**src/pkg/bci_pkg.sv**
```systemverilog
// constants, field layout and carrier types of the bridge control block
// assumes an ahb-lite slave with word registers at four times their index
package bci_pkg;

   // ==================================================
   // register indices, byte address is four times these
   localparam logic [7:0] IDX_IND_CTL = 8'h40;
   localparam logic [7:0] IDX_IND_OFF = 8'h41;
   localparam logic [7:0] IDX_IND_DATA = 8'h42;
   localparam logic [7:0] IDX_BRIDGE = 8'h4f;
   localparam logic [7:0] IDX_LINK_SEL = 8'h60;

   // ==================================================
   // field positions
   localparam int BC_CONT_CLK = 7;
   localparam int BC_DUAL = 6;
   localparam int BC_PORT_SEL = 5;
   localparam int BC_STEREO = 4;
   localparam int BC_LANES_LO = 2;
   localparam int BC_CFG_INIT = 1;
   localparam int IC_PAGE_LO = 2;
   localparam int IC_STEP = 1;
   localparam int IC_READ = 0;

   // ==================================================
   // encodings and reset values
   localparam logic [2:0] PAGE_OFF = 3'h0;
   localparam logic [2:0] PAGE_RX0 = 3'h1;
   localparam logic [2:0] PAGE_RX1 = 3'h2;
   localparam logic [7:0] IND_OFF_RST = 8'h00;
   localparam logic [4:0] IND_CTL_RST = 5'h00;
   localparam logic [7:0] PAGE_RST = 8'h00;
   localparam logic [1:0] HTRANS_NONSEQ = 2'h2;
   localparam int NVM_LOAD_DEFAULT = 16;

   typedef struct packed {
      logic cont_clk;
      logic [1:0] lanes;
   } bci_link_cfg_s;

   typedef struct packed {
      logic dual;
      logic port_sel;
      logic stereo;
   } bci_rx_cfg_s;

   localparam bci_link_cfg_s LINK_CFG_RST = 3'h0;
   localparam bci_rx_cfg_s RX_CFG_RST = 3'h0;

   typedef enum logic [2:0] {
      ST_IDLE = 3'b001,
      ST_LOAD = 3'b010,
      ST_APPLY = 3'b100
   } bci_cfg_state_e;

endpackage

```
**src/design/bci_bridge_control.sv**
```systemverilog
// bridge control register bank with indirect page window
// assumes a single ahb-lite master, word transfers, straps from pins
`timescale 1ns/1ps
`default_nettype none
module bci_bridge_control
   import bci_pkg::*;
#(
   parameter int PAGE_WORDS = 16,
   parameter int NVM_LOAD_CYCLES = NVM_LOAD_DEFAULT
)
(
   input wire logic hclk,
   input wire logic hresetn,
   input wire logic hsel,
   input wire logic [31:0] haddr,
   input wire logic [1:0] htrans,
   input wire logic hwrite,
   input wire logic [2:0] hsize,
   input wire logic [31:0] hwdata,
   input wire logic hready,
   output logic hreadyout,
   output logic hresp,
   output logic [31:0] hrdata,
   input wire logic [1:0] strap_pin_a,
   input wire logic strap_pin_b,
   input wire logic indep_mode,
   output logic [1:0] cont_clk_mode,
   output logic [3:0] lane_enable0,
   output logic [3:0] lane_enable1,
   output logic rx_dual_mode,
   output logic rx_input_sel,
   output logic rx_port_swap,
   output logic line_interleaved_stereo,
   output logic cfg_busy
);

   localparam int OW = $clog2(PAGE_WORDS);
   localparam int CW = $clog2(NVM_LOAD_CYCLES + 1);
   localparam int LOAD_MAX = NVM_LOAD_CYCLES + 2;
   localparam logic [CW-1:0] LOAD_LAST = CW'(NVM_LOAD_CYCLES - 1);

   function automatic logic [3:0] lanes_to_en(input logic [1:0] l);
      lanes_to_en = (l == 2'h0) ? 4'h1 : (l == 2'h1) ? 4'h3 :
                    (l == 2'h2) ? 4'h7 : 4'hf;
   endfunction

   // ==================================================
   // bus slave
   logic rd_pend_q, wr_pend_q;
   logic [7:0] idx_q;
   wire take = hsel && hready && htrans[1];
   wire addr_ok = (haddr[31:10] == 22'h0);
   wire [7:0] wd = hwdata[7:0];
   wire wr_ctl = wr_pend_q && (idx_q == IDX_IND_CTL);
   wire wr_off = wr_pend_q && (idx_q == IDX_IND_OFF);
   wire wr_dat = wr_pend_q && (idx_q == IDX_IND_DATA);
   wire wr_bc = wr_pend_q && (idx_q == IDX_BRIDGE);
   wire wr_ls = wr_pend_q && (idx_q == IDX_LINK_SEL);
   wire rd_dat = rd_pend_q && (idx_q == IDX_IND_DATA);

   // reads take one wait state so a write just before is already visible
   always_ff @(posedge hclk or negedge hresetn)
   begin
      if (!hresetn)
      begin
         rd_pend_q <= 1'b0;
         wr_pend_q <= 1'b0;
         idx_q <= 8'h00;
         hreadyout <= 1'b1;
         hresp <= 1'b0;
      end
      else
      begin
         rd_pend_q <= take && !hwrite;
         wr_pend_q <= take && hwrite && addr_ok;
         hreadyout <= !(take && !hwrite);
         hresp <= 1'b0;
         if (take)
            idx_q <= addr_ok ? haddr[9:2] : 8'hff;
      end
   end

   // ==================================================
   // indirect window
   logic [7:0] off_q;
   logic [4:0] ictl_q;
   logic [7:0] pg_q [2][PAGE_WORDS];
   wire [2:0] page = ictl_q[IC_PAGE_LO +: 3];
   wire step_en = ictl_q[IC_STEP];
   wire pidx = (page == PAGE_RX1);
   wire [OW-1:0] oidx = off_q[OW-1:0];
   wire page_on = (page == PAGE_RX0) || (page == PAGE_RX1);
   wire ind_hit = page_on && ({24'h0, off_q} < PAGE_WORDS);
   wire [7:0] ind_rd = ind_hit ? pg_q[pidx][oidx] : 8'h00;

   always_ff @(posedge hclk or negedge hresetn)
   begin
      if (!hresetn)
      begin
         off_q <= IND_OFF_RST;
         ictl_q <= IND_CTL_RST;
      end
      else
      begin
         if (wr_ctl)
            ictl_q <= wd[4:0];
         if (wr_off)
            off_q <= wd;
         else if ((wr_dat || rd_dat) && step_en)
            off_q <= off_q + 8'h01;
      end
   end

   always_ff @(posedge hclk or negedge hresetn)
   begin
      if (!hresetn)
      begin
         for (int p = 0; p < 2; p++)
            for (int w = 0; w < PAGE_WORDS; w++)
               pg_q[p][w] <= PAGE_RST;
      end
      else if (wr_dat && ind_hit)
         pg_q[pidx][oidx] <= wd;
   end

   // ==================================================
   // strap synchronisers and reload sequencer
   logic [1:0] sa_s1, sa_s2;
   logic sb_s1, sb_s2;
   bci_cfg_state_e st_q;
   logic [CW-1:0] cnt_q;
   logic cfg_init_q;

   always_ff @(posedge hclk or negedge hresetn)
   begin
      if (!hresetn)
      begin
         sa_s1 <= 2'h0;
         sa_s2 <= 2'h0;
         sb_s1 <= 1'b0;
         sb_s2 <= 1'b0;
      end
      else
      begin
         sa_s1 <= strap_pin_a;
         sa_s2 <= sa_s1;
         sb_s1 <= strap_pin_b;
         sb_s2 <= sb_s1;
      end
   end

   // after reset the sequencer runs a load so straps are taken post-release
   always_ff @(posedge hclk or negedge hresetn)
   begin
      if (!hresetn)
      begin
         st_q <= ST_LOAD;
         cnt_q <= '0;
      end
      else
      begin
         case (st_q)
            ST_IDLE:
            begin
               cnt_q <= '0;
               if (cfg_init_q)
                  st_q <= ST_LOAD;
            end
            ST_LOAD:
            begin
               cnt_q <= cnt_q + CW'(1);
               if (cnt_q == LOAD_LAST)
                  st_q <= ST_APPLY;
            end
            ST_APPLY:
               st_q <= ST_IDLE;
            default:
               st_q <= ST_IDLE;
         endcase
      end
   end

   // a new request in the finishing cycle wins over the self-clear
   always_ff @(posedge hclk or negedge hresetn)
   begin
      if (!hresetn)
         cfg_init_q <= 1'b0;
      else if (wr_bc && wd[BC_CFG_INIT])
         cfg_init_q <= 1'b1;
      else if (st_q == ST_APPLY)
         cfg_init_q <= 1'b0;
   end

   // ==================================================
   // bridge control fields, link fields strap-backed with one copy per output link, rx fields one shared copy
   bci_link_cfg_s link_q [2];
   bci_rx_cfg_s rx_q;
   logic link_sel_q;
   wire view = indep_mode && link_sel_q;
   wire bci_link_cfg_s link_v = link_q[view];
   wire [7:0] bc_rd = {link_v.cont_clk, rx_q.dual, rx_q.port_sel,
                       rx_q.stereo, link_v.lanes, cfg_init_q, 1'b0};

   genvar g;
   generate
      for (g = 0; g < 2; g++)
      begin : gen_link
         wire mine = !indep_mode || (link_sel_q == 1'(g));
         always_ff @(posedge hclk or negedge hresetn)
         begin
            if (!hresetn)
               link_q[g] <= LINK_CFG_RST;
            else if (st_q == ST_APPLY)
               link_q[g] <= '{cont_clk: sb_s2, lanes: sa_s2};
            else if (wr_bc && mine)
               link_q[g] <= '{cont_clk: wd[BC_CONT_CLK],
                              lanes: wd[BC_LANES_LO +: 2]};
         end
      end
   endgenerate

   always_ff @(posedge hclk or negedge hresetn)
   begin
      if (!hresetn)
      begin
         rx_q <= RX_CFG_RST;
         link_sel_q <= 1'b0;
      end
      else
      begin
         if (wr_bc)
            rx_q <= '{dual: wd[BC_DUAL], port_sel: wd[BC_PORT_SEL],
                      stereo: wd[BC_STEREO]};
         if (wr_ls)
            link_sel_q <= wd[0];
      end
   end

   // ==================================================
   // read data and registered outputs
   wire [7:0] rd_val =
      (idx_q == IDX_IND_CTL) ? {3'h0, ictl_q} :
      (idx_q == IDX_IND_OFF) ? off_q :
      (idx_q == IDX_IND_DATA) ? ind_rd :
      (idx_q == IDX_BRIDGE) ? bc_rd :
      (idx_q == IDX_LINK_SEL) ? {7'h00, link_sel_q} : 8'h00;

   always_ff @(posedge hclk or negedge hresetn)
   begin
      if (!hresetn)
      begin
         hrdata <= 32'h0;
         cont_clk_mode <= 2'h0;
         lane_enable0 <= 4'h0;
         lane_enable1 <= 4'h0;
         rx_dual_mode <= 1'b0;
         rx_input_sel <= 1'b0;
         rx_port_swap <= 1'b0;
         line_interleaved_stereo <= 1'b0;
         cfg_busy <= 1'b1;
      end
      else
      begin
         if (rd_pend_q)
            hrdata <= {24'h0, rd_val};
         cont_clk_mode <= {link_q[1].cont_clk, link_q[0].cont_clk};
         lane_enable0 <= lanes_to_en(link_q[0].lanes);
         lane_enable1 <= lanes_to_en(link_q[1].lanes);
         rx_dual_mode <= rx_q.dual;
         rx_input_sel <= !rx_q.dual && !indep_mode && rx_q.port_sel;
         rx_port_swap <= indep_mode && rx_q.port_sel;
         line_interleaved_stereo <= rx_q.stereo;
         cfg_busy <= (st_q != ST_IDLE) || cfg_init_q;
      end
   end

   // ==================================================
   // checks
   a_read_wait: assert property (@(posedge hclk) disable iff (!hresetn)
      take && !hwrite |=> !hreadyout ##1 hreadyout)
      else $error("read wait state wrong");
   a_resp_okay: assert property (@(posedge hclk) disable iff (!hresetn)
      hresp == 1'b0)
      else $error("response not okay");
   a_ind_write: assert property (@(posedge hclk) disable iff (!hresetn)
      wr_dat && ind_hit |=> pg_q[$past(pidx)][$past(oidx)] == $past(wd))
      else $error("indirect write lost");
   a_ind_zero: assert property (@(posedge hclk) disable iff (!hresetn)
      rd_dat && !ind_hit |=> hrdata == 32'h0)
      else $error("disabled page read not zero");
   a_step_inc: assert property (@(posedge hclk) disable iff (!hresetn)
      (wr_dat || rd_dat) && step_en |=> off_q == $past(off_q) + 8'h01)
      else $error("offset did not step");
   a_load_bound: assert property (@(posedge hclk) disable iff (!hresetn)
      $rose(st_q == ST_LOAD) |-> ##[1:LOAD_MAX] st_q == ST_APPLY)
      else $error("reload too long");
   a_strap_back: assert property (@(posedge hclk) disable iff (!hresetn)
      st_q == ST_APPLY |=> link_q[0].lanes == $past(sa_s2)
         && link_q[1].cont_clk == $past(sb_s2))
      else $error("strap value not restored");
   a_init_clear: assert property (@(posedge hclk) disable iff (!hresetn)
      $fell(cfg_init_q) |-> $past(st_q == ST_APPLY))
      else $error("cfg init cleared early");
   a_lane_map: assert property (@(posedge hclk) disable iff (!hresetn)
      hresetn |=> lane_enable1 == lanes_to_en($past(link_q[1].lanes)))
      else $error("lane enable mismatch");
   a_rsvd_lsb: assert property (@(posedge hclk) disable iff (!hresetn)
      rd_pend_q && idx_q == IDX_BRIDGE |=> hrdata[0] == 1'b0)
      else $error("reserved bit set");
   a_swap_map: assert property (@(posedge hclk) disable iff (!hresetn)
      rx_port_swap |-> $past(indep_mode && rx_q.port_sel))
      else $error("swap without cause");

endmodule
`default_nettype wire

```
**config.mk**
```make
export PLATFORM = sky130hd
export DESIGN_NAME = bci_bridge_control
export DESIGN_NICKNAME = d
export VERILOG_FILES = /design/src/pkg/bci_pkg.sv /design/src/design/bci_bridge_control.sv
export SDC_FILE = /design/constraint.sdc
export NUM_CORES = 1
export LEC_CHECK = 0
export BUFFER_PORTS_ARGS = -buffer_cell sky130_fd_sc_hd__buf_2
export CAP_MARGIN = 20
export CORE_ASPECT_RATIO = 2
export CORE_MARGIN = 2
export CORE_UTILIZATION = 30
export DETAILED_ROUTE_END_ITERATION = 10
export SKIP_LAST_GASP = 1
export SLEW_MARGIN = 20
export SYNTH_ARGS = -nofsm -noshare
export SYNTH_HDL_FRONTEND = slang
export SYNTH_SLANG_ARGS = --single-unit
```
**constraint.sdc**
```tcl
create_clock -name hclk -period 2.8 [get_ports hclk]
set_input_delay 0.28 -clock hclk [delete_from_list [all_inputs] [get_ports hclk]]
set_output_delay 0.28 -clock hclk [all_outputs]
set_load 0.01 [all_outputs]
```
==> impl_metrics.tcl, run 1 <==
set metrics [dict create \
    start_util_pct 30.36 \
    ys.flop_type "dfrtp_1" \
    core_area_mm2 0.05007 \
    cpMaxStageDelayCell "or4_4" \
    power.total_mw 9.502 \
    tightest_slew_ns 0.8505 \
    track_usage_pct 15.52 \
    slew_headroom_pct 43.30 \
    antenna_found_initial 0 \
    clk_latency_ns 0.55 \
    initialDrtViolationCount 462 \
    synth-edff-count 0 \
    fmax_ghz 0.3622 \
    synth_area_leaders "dfrtp_1 53%, mux2_2 19%, mux4_2 7.4%, clkbuf_1 1.5%, buf_4 1.3%" \
    synth_top_area_cell "dfrtp_1" \
    finClkSkew_ns 0.01141 \
    cts.sinks 327 \
    cts_max_level 1 \
    grt_pass1_vias 10360 \
    outcome "finished, final reports clean" \
    drtAntennaViolNets 0 \
    cts_tree "yes" \
    rsz0062_at_grt "false" \
    leakagePower_nw 7.308 \
    critPathMaxStageDelay_ns 0.56 \
    rrSetupSlack_ns 0.04 \
    synth.top_cell.area_share_pct 53.32 \
    reg2reg_depth 7 \
    worst_setup_path_end_kind "register" \
    nNetsFinal 1301 \
    clockBufferDepth 3 \
    gp_congestion 0.8950 \
    ys_seq_area_share_pct 53.84 \
    ys_warn_count 0 \
    viasPerCell 5.104 \
    dieArea_mm2 0.05261 \
    ys_ff_latch 327 \
    maxSlewViolCount 0 \
    yosysUniqueCellTypes 64 \
    drive_gt1_share_pct 43.11 \
    wirelength_um 40480 \
    hold_path.class "input pin to async pin" \
    hold_violations 0 \
    finalSetupViolations 0 \
    dp_hpwl_um 29070 \
    die_h_um 322.4 \
    synthArstFlopShare_pct 100.0 \
    period_share_pct 98.61 \
    grt-ovfl-total 0 \
    antenna_cells 0 \
    r2r_end "pg_q[118]" \
    netlist_area_mm2 0.01520 \
    numPortBuffers 71 \
    row_count 116 \
    syn_inst 1125 \
    worst_setup_path_start_kind "register" \
    post-route-min-period_ns 2.761 \
    cts-buffers-inserted 27 \
    area.growth.synth_to_final_pct 15.45 \
    ios 127 \
    clk_pin_slew_ns 0.07 \
    path_cells "or4_4 > nor4b_4 > buf_4 > nand4_4 > nor2_2 > nand2_2 > mux2_1" \
    cap_violations 0 \
    root_buffer "clkbuf_16" \
    crit_required_ns 3.23 \
    die_w_um 163.2 \
    wl_per_cell_um 21.50 \
    num_vias 9610 \
    worstSetupPathType "register to register" \
    worstPathMaxFanout 8 \
    drc 0 \
    grt_pass1_wl_um 62140 \
    timing.setup.tns_ns 0 \
    avgSynthCellArea_um2 13.52 \
    drt_pass1_iterations 5 \
    grt_max_degree 76 \
    worst_ir_drop_vdd_mv 0.4727 \
    crit_arrival_ns 3.19 \
    rr_startpoint "ictl_q[4]" \
    p_per_area_mw_per_mm2 541.3 \
]
==> where the power goes <==
| group | internal (mW) | switching, mW | leakage (nW) |
|---|---|---|---|
| registers | 4.93 | 0.104 | 3.88 |
| logic | 0.276 | 0.329 | 2.99 |
| clock network | 2.16 | 1.71 | 0.432 |
==> kinds of logic (layout without fill, tap and decap cells) <==
logic type / count (synthesis) / count (layout) / share of synthesized area [%]
DFF: 327 / 327 / 53.84
muxes: 329 / 329 / 28.00
xor gates and xnor gates: 2 / 2 / 0.1152
adders and majority gates: 6 / 6 / 0.4937
AOI/OAI and AO/OA: 126 / 126 / 5.645
buffers and inverters: 115 / 200 / 3.571
and+or+nand+nor: 218 / 218 / 8.287
other: 2 / 26 / 0.04939
==> metal layers <==
layer  global-route usage, %  up-vias  wire length [um]
li1                        -     4263                 -
met2                   29.78      255             22150
met1                   15.63     4996             14070
met5                       0        -                 0
met4                   10.68        0              3040
met3                   1.093       96              1227
==> registers in the layout, indices dropped and copies added (netlist names), 2 cells and up <==
signal	count
link_q	6
lane_enable1	4
cont_clk_mode	2
st_q	3
idx_q	8
ictl_q	5
lane_enable0	3
bc_rd	3
hrdata	8
off_q	8
pg_q	256
sa_s2	2
sa_s1	2
cnt_q	5
==> cell usage after synthesis (8+ instances only) <==
cell      number
dfrtp_1      324
mux2_2       263
clkbuf_1      61
mux4_2        50
nand2_1       47
o21ai_0       32
and3_1        28
nor2_1        28
buf_4         27
nand2_2       27
nand3_1       15
a21oi_1       14
inv_1         13
a31oi_1       12
a311oi_1      10
a22oi_1        9
mux2i_1        9
nor3_1         9
o22a_1         9
buf_2          8
==> layout make-up <==
class,instances,area [um2]
Multi-Input combinational cell,707,6579
Timing Repair Buffer,140,1044
Sequential cell,327,8190
Clock buffer,38,757.0
Clock inverter,8,118.9
Fill cell,4831,32520
Tap cell,649,812.0
Inverter,14,52.55
==> layout by cell type (no fill, tap or decap), types with 5 or more instances in the layout <==
cell / instances
nand2b_1: 7
nor3_1: 9
buf_12: 10
clkbuf_1: 7
o211ai_1: 5
nor3b_1: 6
clkbuf_16: 27
nand2_1: 47
nand3_1: 15
dfrtp_1: 323
mux2_1: 7
o22a_1: 9
o21ai_0: 32
nor2b_1: 6
a311oi_1: 10
inv_1: 13
buf_4: 45
mux2i_1: 9
mux4_2: 50
conb_1: 26
mux2_2: 263
nor4_1: 6
nand2_2: 27
buf_2: 70
nor2_1: 28
o22ai_1: 5
ha_1: 6
a22oi_1: 9
and3_1: 28
a21oi_1: 14
a31oi_1: 12
dlygate4sd3_1: 14
==> how the worst max path moves through the flow <==
stage | startpoint | end | slack (ns) | cells after the start
after floorplan | ictl_q[4] | pg_q[128] | 0.47 | 5
after global placement | ictl_q[4] | pg_q[64] | 0.04 | 6
after detailed placement | ictl_q[4] | pg_q[95] | 0.00007 | 6
after CTS | ictl_q[4] | pg_q[118] | 0.006 | 6
after global routing | ictl_q[4] | pg_q[118] | 0.02 | 7
final | ictl_q[4] | pg_q[118] | 0.04 | 7
==> critical path: cells and delay by family, from the launching register on <==
family / cells / cell delay [ns]
DFF: 1 / 0.44
and+or+nand+nor: 5 / 1.62
muxes: 1 / 0.38
buffers and inverters: 1 / 0.19
==> per-stage QoR <==
step / area [um2] / utilization (%) / worst slack [ns] / hold WS [ns] / instances
after floorplan: 15290 / - / 0.4692 / -0.01559 / 1149
after global placement: 16500 / 32.96 / 0.03897 / 0.3027 / 1821
after detailed placement: 16500 / 32.96 / 0.00006839 / 0.3121 / 1821
after CTS: 17540 / 35.03 / 0.006411 / 0.2969 / 1882
after global routing: 17550 / 35.06 / 0.01685 / 0.3160 / 1883
final: 17550 / 35.06 / 0.03900 / 0.2796 / 1883
==> timing repair <==
| action | in CTS | in global routing |
|---|---|---|
| resized for setup | 0 | 2 |
| endpoints found under the hold margin | 79 | 0 |
| pin swaps | 1 | 1 |
| setup buffers | 1 | 1 |
| hold buffers | 14 | 0 |
| endpoints found under the setup margin | 2 | 84 |
Power figures use the tool's default switching activity.
==> run 2: changes to the inputs <==
--- a/config.mk
+++ b/config.mk
@@ -8,9 +8,9 @@
 export BUFFER_PORTS_ARGS = -buffer_cell sky130_fd_sc_hd__buf_2
 export CAP_MARGIN = 20
 export CORE_ASPECT_RATIO = 2
-export CORE_MARGIN = 2
-export CORE_UTILIZATION = 30
+export CORE_UTILIZATION = 50
 export DETAILED_ROUTE_END_ITERATION = 10
+export PLACE_DENSITY = 0.69
 export SKIP_LAST_GASP = 1
 export SLEW_MARGIN = 20
 export SYNTH_ARGS = -nofsm -noshare
==> impl_metrics.tcl, run 2 (same netlist as run 1, synthesis figures left out) <==
set metrics [dict create \
    drtAntennaViolNets 0 \
    area.growth.synth_to_final_pct 13.38 \
    highest_layer "met4" \
    drc 14 \
    core_area_mm2 0.03007 \
    netSwitchingFraction_pct 22.94 \
    hold_violations 0 \
    violations "DRC" \
    cts.sinks 327 \
    crit_arrival_ns 3.15 \
    clockBufferDepth 3 \
    final_cell_mix "323 x dfrtp_1, 263 x mux2_2, 70 x buf_2, 50 x mux4_2, 48 x buf_4" \
    m1WireLength_um 13490 \
    drive_gt1_share_pct 43.79 \
    tightest_slew_ns 0.7932 \
    drt_pass1_iterations 8 \
    hp-start "hready" \
    grt-ovfl-total 0 \
    fin_util_pct 57.34 \
    fill_cells 2393 \
    intPower_mw 7.460 \
    crit_required_ns 3.24 \
    die_h_um 248.6 \
    grt_pass1_wl_um 58190 \
    die_w_um 125.3 \
    combPwrFrac_pct 5.9 \
    worst_ir_drop_vdd_mv 0.4387 \
    viasPerCell 5.971 \
    p_seq_share_pct 52.0 \
    leakagePower_nw 7.312 \
    ios 127 \
    post-route-min-period_ns 2.713 \
    wl_per_cell_um 22.75 \
    cts-buffers-inserted 29 \
    worstSetupPathType "register to register" \
    slew_headroom_pct 47.12 \
    grt_pass1_vias 10230 \
    placed_area_mm2 0.01612 \
    numPortBuffers 71 \
    antenna_cells 0 \
    rsz0062_at_grt "false" \
    cap_violations 0 \
    cts_tree "yes" \
    timing.hold.ws_ns 0.1852 \
    gp_congestion 0.8805 \
    final_cell_area_mm2 0.01724 \
    finClkSkew_ns 0.01262 \
    rr_startpoint "ictl_q[4]" \
    row_count 90 \
    wl_met3_um 1306 \
    num_vias 9602 \
    nNetsFinal 1302 \
    cp-startpoint "ictl_q[4]" \
    p_sw_mw 2.221 \
    start_util_pct 50.57 \
    antenna_found_initial 0 \
    layout_commonest_cell "dfrtp_1" \
    met2_length_um 20020 \
    hold_path.class "input pin to register" \
    period_share_pct 96.88 \
    root_buffer "clkbuf_16" \
    final-seq-area_mm2 0.008190 \
    track_usage_pct 24.37 \
    worstPathMaxFanout 8 \
    worst_setup_path_end_kind "register" \
    fmax_ghz 0.3686 \
    cts_max_level 1 \
    clk_pin_slew_ns 0.07 \
    initialDrtViolationCount 486 \
    regMostFlops "pg_q" \
    p_per_area_mw_per_mm2 561.6 \
    dp_hpwl_um 25220 \
    worst_setup_path_start_kind "register" \
    wirelength_um 36580 \
    outcome "finished with violations" \
    finalSetupViolations 0 \
    clockPowerShare_pct 42.1 \
    dieArea_mm2 0.03115 \
    multi_input_area_mm2 0.006575 \
    grt_max_degree 74 \
    maxSlewViolCount 0 \
    largest_reg_flops 256 \
    timing.setup.tns_ns 0 \
    clk_latency_ns 0.57 \
]
==> run 2: changes by cell type in the layout (fill, tap and decap cells not counted), sizes merged <==
cell	change
clkinvlp	+6
clkinv	+2
inv	+1
buf	-1
bufinv	-1
clkbuf	-1
==> run 2: what timing repair did <==
item                                   in CTS  in global routing
buffers inserted                            0                  0
endpoints found under the hold margin      71                  0
setup endpoints to repair                   0                 14
gates resized for setup                     0                  1
hold buffers                               14                  0
==> run 2: worst paths after layout <==
| kind | cells past startpoint | slack, ns | endpoint |
|---|---|---|---|
| worst max-delay path | 7 | 0.09 | pg_q[163] |
| worst min-delay path | 4 | 0.19 | hreadyout |
| worst max register to register | 7 | 0.09 | pg_q[163] |
| worst min register to register | 0 | 0.35 | sa_s2[1] |
| max in group asynchronous | 3 | 1.71 | pg_q[11] |
| min in group asynchronous | 2 | 0.23 | cnt_q[0] |
==> run 2: power groups by stage <==
stage	logic (mW)	clock network (mW)	registers [mW]
after detailed placement	0.567	0	5.12
after CTS	0.584	4.15	5.03
after global routing	0.631	4.32	5.05
after floorplan	0.339	0	5.09
final	0.574	4.07	5.03
after global placement	0.549	0	5.10
==> run 2: worst max-delay path, stage by stage, from the launching register on <==
cell	delay, ns
dfrtp_1	0.43
or4_4	0.56
nor4b_4	0.26
buf_4	0.19
nand4_4	0.20
nor2_2	0.32
nand2_2	0.25
mux2_1	0.37
==> run 2: final cells by class <==
| class | instances | area share (%) |
|---|---|---|
| Clock buffer | 37 | 4.732 |
| Timing Repair Buffer | 139 | 5.719 |
| Clock inverter | 16 | 0.9218 |
| Tap cell | 368 | 2.671 |
| Sequential cell | 327 | 47.51 |
| Inverter | 14 | 0.3048 |
| Multi-Input combinational cell | 707 | 38.14 |
==> run 2: layer usage <==
layer / vias up / track usage (%)
met2: 276 / 44.98
met4: 0 / 12.23
met3: 94 / 2.367
met1: 4963 / 27.79
li1: 4269 / -
met5: - / 0
==> run 2: through the flow <==
step / power [mW] / std cells / worst slack [ns]
finish: 9.681 / 1608 / 0.08735
global route: 10.01 / 1608 / 0.01174
CTS: 9.762 / 1608 / 0.09313
detailed placement: 5.686 / 1541 / 0.1105
global placement: 5.653 / 1541 / 0.1549
floorplan: 5.433 / 1149 / 0.4692
